<file path="src/include/ism_pkg.sv">
package ism_pkg;

	// ----------------------------------------
	// Register map
	// ----------------------------------------
	// Printed offsets are not all multiples of four: they are indices
	localparam logic [7:0] IDX_MASK_MID = 8'h44;
	localparam logic [7:0] IDX_MASK_HIGH = 8'h45;
	localparam logic [7:0] IDX_PEND_MID = 8'h48;
	localparam logic [7:0] IDX_PEND_HIGH = 8'h49;
	localparam logic [11:0] ADDR_MASK_MID = {2'b00, IDX_MASK_MID, 2'b00};
	localparam logic [11:0] ADDR_MASK_HIGH = {2'b00, IDX_MASK_HIGH, 2'b00};
	localparam logic [11:0] ADDR_PEND_MID = {2'b00, IDX_PEND_MID, 2'b00};
	localparam logic [11:0] ADDR_PEND_HIGH = {2'b00, IDX_PEND_HIGH, 2'b00};

	// ----------------------------------------
	// Fields and reset values
	// ----------------------------------------
	localparam int BYTE_W = 8;
	localparam logic [7:0] MASK_RST = 8'h00;
	localparam logic [7:0] PEND_RST = 8'h00;
	localparam logic [31:0] RDATA_ZERO = 32'h0000_0000;
	// Middle register
	localparam int BIT_REF9 = 0;
	localparam int BIT_REF10 = 1;
	localparam int BIT_REF11 = 2;
	localparam int BIT_REF12 = 3;
	localparam int BIT_REF13 = 4;
	localparam int BIT_MAIN_REF_FAIL = 6;
	// Upper register
	localparam int BIT_BIP2_LOSS = 2;
	localparam int BIT_BIP2_CODE = 3;
	localparam int BIT_AUX_LOST = 4;
	localparam int BIT_PHASE_MON = 5;
	localparam int BIT_AUX_CHANGE = 6;
	localparam int BIT_EXT_FRAME = 7;

endpackage

</file>
<file path="src/rtl/ism_top.sv">
`timescale 1ns/1ps
`default_nettype none

module ism_top (
	// APB clock and reset
	input wire logic pclk,
	input wire logic presetn,
	// APB slave
	input wire logic psel,
	input wire logic penable,
	input wire logic pwrite,
	input wire logic [11:0] paddr,
	input wire logic [31:0] pwdata,
	input wire logic [3:0] pstrb,
	output logic [31:0] prdata,
	output logic pready,
	output logic pslverr,
	// Middle byte event pulses
	input wire logic ref_input_nine,
	input wire logic ref_input_ten,
	input wire logic ref_input_eleven,
	input wire logic ref_input_twelve,
	input wire logic ref_input_thirteen,
	input wire logic main_ref_lost,
	// Upper byte event pulses
	input wire logic ext_frame_pulse_alarm,
	input wire logic aux_path_state_change,
	input wire logic phase_monitor_alarm,
	input wire logic aux_path_sources_lost,
	input wire logic bipolar_in2_code_error,
	input wire logic bipolar_in2_signal_loss,
	// Interrupt request, level
	output logic irq
);

	// ----------------------------------------
	// Mask registers and bus access
	// ----------------------------------------
	logic [7:0] mask_mid_ff;
	logic [7:0] mask_high_ff;
	logic [31:0] prdata_ff;
	logic [7:0] nxt_mask_mid;
	logic [7:0] nxt_mask_high;
	logic [31:0] nxt_prdata;
	logic [7:0] clr_mid;
	logic [7:0] clr_high;
	logic [7:0] ev_mid;
	logic [7:0] ev_high;
	logic [7:0] pend_mid;
	logic [7:0] pend_high;
	logic [7:0] act_mid;
	logic [7:0] act_high;
	logic wr_en;
	logic rd_en;
	logic hit;

	// Single-cycle access phase; setup cycle already gave decode time
	assign wr_en = psel && penable && pwrite && pstrb[0];
	assign rd_en = psel && !penable && !pwrite;
	assign pready = 1'b1;

	// Decode; unmapped addresses answer with an error
	always_comb
	begin
		hit = 1'b0;
		if (paddr == ism_pkg::ADDR_MASK_MID)
			hit = 1'b1;
		else if (paddr == ism_pkg::ADDR_MASK_HIGH)
			hit = 1'b1;
		else if (paddr == ism_pkg::ADDR_PEND_MID)
			hit = 1'b1;
		else if (paddr == ism_pkg::ADDR_PEND_HIGH)
			hit = 1'b1;
	end
	assign pslverr = psel && penable && !hit;

	// Mask writes; lane 0 carries the byte, upper lanes ignored
	always_comb
	begin
		nxt_mask_mid = mask_mid_ff;
		nxt_mask_high = mask_high_ff;
		clr_mid = 8'h00;
		clr_high = 8'h00;
		if (wr_en)
		begin
			if (paddr == ism_pkg::ADDR_MASK_MID)
				nxt_mask_mid = pwdata[ism_pkg::BYTE_W-1:0];
			else if (paddr == ism_pkg::ADDR_MASK_HIGH)
				nxt_mask_high = pwdata[ism_pkg::BYTE_W-1:0];
			else if (paddr == ism_pkg::ADDR_PEND_MID)
				clr_mid = pwdata[ism_pkg::BYTE_W-1:0];
			else if (paddr == ism_pkg::ADDR_PEND_HIGH)
				clr_high = pwdata[ism_pkg::BYTE_W-1:0];
		end
	end

	// Read data registered in the setup cycle, stable in access
	always_comb
	begin
		nxt_prdata = prdata_ff;
		if (rd_en)
		begin
			nxt_prdata = ism_pkg::RDATA_ZERO;
			if (paddr == ism_pkg::ADDR_MASK_MID)
				nxt_prdata[7:0] = mask_mid_ff;
			else if (paddr == ism_pkg::ADDR_MASK_HIGH)
				nxt_prdata[7:0] = mask_high_ff;
			else if (paddr == ism_pkg::ADDR_PEND_MID)
				nxt_prdata[7:0] = pend_mid;
			else if (paddr == ism_pkg::ADDR_PEND_HIGH)
				nxt_prdata[7:0] = pend_high;
		end
	end

	// Masks start cleared so every source is disabled
	always_ff @(posedge pclk or negedge presetn)
	begin
		if (!presetn)
		begin
			mask_mid_ff <= ism_pkg::MASK_RST;
			mask_high_ff <= ism_pkg::MASK_RST;
			prdata_ff <= ism_pkg::RDATA_ZERO;
		end
		else
		begin
			mask_mid_ff <= nxt_mask_mid;
			mask_high_ff <= nxt_mask_high;
			prdata_ff <= nxt_prdata;
		end
	end
	assign prdata = prdata_ff;

	// ----------------------------------------
	// Event mapping
	// ----------------------------------------
	// Unused bits tie low: their sources live outside this block
	always_comb
	begin
		ev_mid = 8'h00;
		ev_high = 8'h00;
		ev_mid[ism_pkg::BIT_REF9] = ref_input_nine;
		ev_mid[ism_pkg::BIT_REF10] = ref_input_ten;
		ev_mid[ism_pkg::BIT_REF11] = ref_input_eleven;
		ev_mid[ism_pkg::BIT_REF12] = ref_input_twelve;
		ev_mid[ism_pkg::BIT_REF13] = ref_input_thirteen;
		ev_mid[ism_pkg::BIT_MAIN_REF_FAIL] = main_ref_lost;
		ev_high[ism_pkg::BIT_EXT_FRAME] = ext_frame_pulse_alarm;
		ev_high[ism_pkg::BIT_AUX_CHANGE] = aux_path_state_change;
		ev_high[ism_pkg::BIT_PHASE_MON] = phase_monitor_alarm;
		ev_high[ism_pkg::BIT_AUX_LOST] = aux_path_sources_lost;
		ev_high[ism_pkg::BIT_BIP2_CODE] = bipolar_in2_code_error;
		ev_high[ism_pkg::BIT_BIP2_LOSS] = bipolar_in2_signal_loss;
	end

	// ----------------------------------------
	// Pending flags and gating
	// ----------------------------------------
	ism_gate_byte u_mid (
		.pclk(pclk),
		.presetn(presetn),
		.event_in(ev_mid),
		.mask(mask_mid_ff),
		.clr(clr_mid),
		.pend(pend_mid),
		.active(act_mid)
	);

	ism_gate_byte u_high (
		.pclk(pclk),
		.presetn(presetn),
		.event_in(ev_high),
		.mask(mask_high_ff),
		.clr(clr_high),
		.pend(pend_high),
		.active(act_high)
	);

	// Combinational so a mask change shows the cycle after the write
	assign irq = |{act_mid, act_high};
endmodule

`default_nettype wire

</file>
<file path="src/rtl/ism_gate_byte.sv">
`timescale 1ns/1ps
`default_nettype none

// One byte of sticky pending flags, gated by an enable mask
module ism_gate_byte (
	// Clock and reset
	input wire logic pclk,
	input wire logic presetn,
	// Events and mask
	input wire logic [7:0] event_in,
	input wire logic [7:0] mask,
	// Software clear, write one to clear
	input wire logic [7:0] clr,
	// Results
	output logic [7:0] pend,
	output logic [7:0] active
);

	logic [7:0] pend_ff;
	logic [7:0] nxt_pend;

	// Set wins over clear so an event in the clear cycle survives
	always_comb
	begin
		nxt_pend = (pend_ff & ~clr) | event_in;
	end

	always_ff @(posedge pclk or negedge presetn)
	begin
		if (!presetn)
			pend_ff <= ism_pkg::PEND_RST;
		else
			pend_ff <= nxt_pend;
	end

	assign pend = pend_ff;
	assign active = pend_ff & mask;

endmodule

`default_nettype wire

</file>
<file path="config.mk">
export PLATFORM = sky130hd
export DESIGN_NAME = ism_top
export DESIGN_NICKNAME = d
export VERILOG_FILES = /design/src/include/ism_pkg.sv /design/src/rtl/ism_top.sv /design/src/rtl/ism_gate_byte.sv
export SDC_FILE = /design/constraint.sdc
export NUM_CORES = 1
export LEC_CHECK = 0
export BUFFER_PORTS_ARGS = -buffer_cell sky130_fd_sc_hd__clkbuf_2
export CAP_MARGIN = 15
export CORE_UTILIZATION = 45
export CTS_BUF_LIST = sky130_fd_sc_hd__clkbuf_2
export CTS_CLUSTER_DIAMETER = 150
export DETAILED_ROUTE_END_ITERATION = 12
export HOLD_SLACK_MARGIN = 0.02
export PLACE_DENSITY = 0.81
export SLEW_MARGIN = 20
export SYNTH_ARGS = -nofsm -noshare
export SYNTH_HDL_FRONTEND = slang
export SYNTH_SLANG_ARGS = --single-unit
</file>
<file path="constraint.sdc">
create_clock -name pclk -period 1.6 [get_ports pclk]
set_input_delay 0.24 -clock pclk [delete_from_list [all_inputs] [get_ports pclk]]
set_output_delay 0.24 -clock pclk [all_outputs]
set_load 0.005 [all_outputs]
</file>
# --- After elaboration in Yosys (flattened, before gate mapping) ---
# Cells that the tools add are included.
totals:
  inputBits: 65
  word_cells: 47
  output_inout_bits: 35
  regBits: 40
op_classes:
  reduce_logical: 12
  muxes: 17
  eq_ne: 4
  n_bitwise: 9
op_table:
  columns: ["op", "count"]
  rows:
  - ["$mux 8", 13]
  - ["$eq 12x9->1 const B", 4]
  - ["$and 8x8->8", 4]
  - ["$not 8->8", 2]
  - ["$reduce_or 16->1", 1]
  - ["$or 8x7->8", 1]
  - ["$or 8x8->8", 1]
  - ["$logic_and 1x1->1", 6]
  - ["$mux 1", 4]
  - ["$logic_not 1->1", 3]
  - ["$reduce_and 3->1", 1]
  - ["$reduce_and 2->1", 1]
  - ["$not 1->1", 1]

# --- Longest topological paths before layout ---
logic_depth:
  depth_word: 9
  ltp_mapped: 6

# --- Hierarchy ---
# From an unflattened synthesis, not the netlist that was laid out.
hier_totals:
  cells_unflattened: 238
  hier_area_um2: 2359.8
modules_own_cells:
  columns: ["module", "area_each_um2", "cells_each", "seq_area_each_um2", "instances"]
  rows:
  - ["ism_top", 1679.1, 174, 600.6, 1]
  - ["ism_gate_byte", 340.3, 32, 200.2, 2]

# --- Worst setup path before layout ---
# No wires, ideal clock.
synth_path:
  path_kind: "in2reg"
  start: "in paddr[11]"
  end: "reg mask_mid_ff[0]"
  path_stages: 6
  required_ns: 1.475
  setup_slack_ns: -0.335
  path_buffers: 2
  arrival_ns: 1.810
  setup_ns: 0.125
  cell_sequence: "or4b_1 -> buf_2 -> nor4_4 -> and2b_1 -> buf_6 -> mux2_4"
synth_between:
  elab_chain_cells: 2
synth_lines:
  columns: ["item", "line", "text"]
  rows:
  - ["start: declaration", "ism_top.sv:12", "input wire logic [11:0] paddr,"]
  - ["$eq 12x9->1", "ism_top.sv:86", "if (paddr == ism_pkg::ADDR_MASK_MID)"]
  - ["$reduce_and 2->1 (no source line)", null, null]
  - ["end signal: assignment", "ism_top.sv:120", "mask_mid_ff <= ism_pkg::MASK_RST;"]
  - ["end signal: assignment", "ism_top.sv:126", "mask_mid_ff <= nxt_mask_mid;"]
  - ["end: declaration", "ism_top.sv:39", "logic [7:0] mask_mid_ff;"]
# No other way between the ends.
# A chain may end at the register's enable or synchronous reset.

# --- Worst setup path after layout ---
layout_path:
  start: "reg u_mid.pend_ff[4], in the netlist u_mid.pend[4]"
  end: "out irq"
layout_between:
  elab_chain_cells: 2
layout_lines:
  columns: ["item", "line", "text"]
  rows:
  - ["start: declaration", "ism_gate_byte.sv:19", "logic [7:0] pend_ff;"]
  - ["start signal: assignment", "ism_gate_byte.sv:31", "pend_ff <= ism_pkg::PEND_RST;"]
  - ["start signal: assignment", "ism_gate_byte.sv:33", "pend_ff <= nxt_pend;"]
  - ["$and 8x8->8", "ism_gate_byte.sv:37", "assign active = pend_ff & mask;"]
  - ["$reduce_or 16->1", "ism_top.sv:179", "assign irq = |{act_mid, act_high};"]
  - ["end: declaration", "ism_top.sv:33", "output logic irq"]
# No other way between the ends.

==> impl_metrics.tcl <==
set metrics [dict create \
    maxCapViolCount 0 \
    hold_slack_ps 42.2 \
    place_congestion 0.826 \
    wl_met3_microns 262 \
    cts_tree "done" \
    skew_ps 20.8 \
    rows 25 \
    power_density_nw_per_um2 696 \
    crit_chain "a22o_1, a221oi_2, nand4_1, clkbuf_2" \
    cp_num_buf_inv 1 \
    violations "setup timing" \
    grt_pass1_wl_microns 8290 \
    yosysWarnings 0 \
    max_freq_mhz 526 \
    synth_common_cells "40 x dfrtp_1, 25 x buf_4, 16 x mux2_2" \
    numCtsBuffers 5 \
    crit_fanout 3 \
    status "finished, violations left" \
    wirelength_microns 5180 \
    async_flop_share_pct 100 \
    synth-seq-cells 40 \
    yosysTopAreaCell "dfrtp_1" \
    synth.most_common_cell "dfrtp_1" \
    dp_cells 308 \
    drt-met1-wl_microns 2250 \
    dieArea_sq_um 5180 \
    final-hold-violation-count 0 \
    synth_edf_count 0 \
    wl_per_cell_microns 15.6 \
    endpoint "irq" \
    nNetsFinal 329 \
    power_mw 1.95 \
    hold_path.class "in2reg" \
    start_kind "register" \
    p_leak_nw 1.27 \
    htreeDepth 2 \
    dr.pass1.iters 4 \
    ios 100 \
    synth-seq-area-share_pct 45.4 \
    cp.required_ps 1360 \
    drc 0 \
    synth_ff_type "dfrtp_1" \
    vias 1723 \
    netlist_area_sq_um 2200 \
    r2r_end "prdata[4]" \
    slew_violations 0 \
    drive_above_1_share_pct 43.8 \
    drt_iter0_markers 92 \
    core_sq_um 4720 \
    min_period_ps 1900 \
    grt_max_degree 41 \
    grt_pass1_vias 1753 \
    cts_root_buffer "clkbuf_2" \
    track_usage_pct 21.0 \
    peakVddDrop_mv 0.467 \
    cp_num_cells 4 \
    finalSetupTns_ps -300 \
    reg2reg_slack_ps 490 \
    critPathArrivalTime_ps 1660 \
    fin_cells 332 \
    yosys.area_share.simple_pct 13.1 \
    reg2reg_from "u_mid.pend[4]" \
    insertion_delay_ps 410 \
    clockBufferDepth 2 \
    end_kind "output pin" \
    port_buffers 47 \
    clock_sinks 40 \
    synth_top_family_by_area "compound AO/OA/AOI/OAI gates" \
    vias_per_cell 5.19 \
    synthXorXnorAreaFrac_pct 0.397 \
    cpPeakStageDelay_ps 450 \
    hold_path_depth 2 \
    critical_path.top_delay_family "compound AO/OA/AOI/OAI gates" \
    fin_crit_sh_pct 119 \
    synth_fa_ha_area_share_pct 0 \
    postLayoutSetupSlackWorst_ps -300 \
    rsz0062_at_grt "true" \
    synth.area.top_cells "dfrtp_1 45%, buf_4 8.5%, mux2_2 8.2%" \
    grt-ovfl-total 0 \
    initial_utilization_pct 46.7 \
    cts.reportedPaths.clkPinSlew_ps 210 \
    synth_cell_types 33 \
    antenna_cells 0 \
    synth_cells 190 \
    antenna_left 0 \
    synth-compound-area-share_pct 15.8 \
    die_x_microns 72.0 \
    setup_viol 1 \
    reg2regPathDepth 3 \
    routed-wl-met2_microns 2560 \
    critical_path_class "reg2out" \
    dpl.hpwl_microns 3450 \
    highest_layer "met4" \
    yosysTopAreaCellShare_pct 45.4 \
    die_h_microns 72.0 \
    cpMaxStageDelayCell "dfrtp_1" \
    worstSetupStartpoint "u_mid.pend[4]" \
    syn2layout_area_growth_pct 26.9 \
    antenna_found_initial 0 \
    avgSynthCellArea_sq_um 11.6 \
    synthMuxAreaShare_pct 13.6 \
]
[kinds of logic (layout without fill, tap and decap cells)]
logic type | after synthesis | after routing
DFF | 40 | 40
muxes | 24 | 24
AOI/OAI and AO/OA | 49 | 49
buffers and inverters | 37 | 89
xor gates and xnor gates | 1 | 1
other | 2 | 25
and+or+nand+nor | 37 | 37
[layout by cell type (no fill, tap or decap), drive strengths merged]
master / n
o311a: 1
nand3: 6
inv: 2
nand3b: 6
mux2: 24
nand2: 1
nand4: 2
clkbuf: 53
nor3: 2
a21oi: 8
buf: 19
nand2b: 8
xnor2: 1
and2b: 1
a22oi: 8
conb: 25
or4b: 3
clkinv: 1
a22o: 4
o22ai: 8
dfrtp: 40
a21o: 12
dlygate4sd3: 13
bufinv: 1
a221oi: 4
nand4bb: 1
a21boi: 2
a31oi: 2
or3: 2
nor4: 3
nor3b: 2
[metrics by stage]
| step | instance area [sq um] | util (%) | setup WS [ps] |
|---|---|---|---|
| floorplan | 2330 | - | -219 |
| global placement | 2550 | 54.1 | -383 |
| detailed placement | 2550 | 54.1 | -419 |
| CTS | 2790 | 59.0 | -280 |
| global route | 2800 | 59.2 | -390 |
| finish | 2800 | 59.2 | -300 |
[worst reg2reg max path: stages, from the launching register on]
cell and delay (ps):
dfrtp_1 450, mux2_2 280, a22oi_1 190, a21oi_1 90
[sequential cells by signal, indices dropped and copies added, names as in the netlist]
name / flops
mask_high_ff: 8
prdata: 8
u_mid.pend: 8
u_high.pend: 8
mask_mid_ff: 8
[power by group]
part	switching, mW	internal (mW)	total, mW
Combinational	0.137	0.136	0.273
Clock	0.340	0.269	0.609
Sequential	0.0204	1.04	1.06
[cell type report]
cell class | instances | area [sq um]
clock buffer | 6 | 30.0
clock inverter | 2 | 35.0
fill | 417 | 1930
inverter | 2 | 7.51
multi-input combinational | 136 | 1100
sequential | 40 | 1000
tap | 67 | 83.8
timing repair buffer | 79 | 537
[timing repair]
action | 4_1_cts | 5_1_grt
gates resized for setup | 4 | 1
buffers inserted | 3 | 1
pin swaps | 1 | 2
hold endpoints to repair | 52 | 0
hold buffers | 13 | 0
endpoints found under the setup margin | 2 | 2
[worst min-delay path by stage]
stage,startpoint,to,slack (ps)
6_report,pwdata[0],u_high.pend[0],40
3_5_place_dp,presetn,u_high.pend[4],330
4_1_cts,pwdata[0],u_high.pend[0],40
5_1_grt,pwdata[0],u_high.pend[0],30
3_3_place_gp,presetn,u_high.pend[4],330
2_1_floorplan,presetn,mask_high_ff[0],-60
[layer usage]
metal | vias up | global-route usage, %
met2 | 77 | 36.1
met4 | 0 | 8.93
met5 | - | 0
met3 | 11 | 3.47
li1 | 803 | -
met1 | 832 | 26.4
Note: power is estimated with default switching activity, not from simulation.
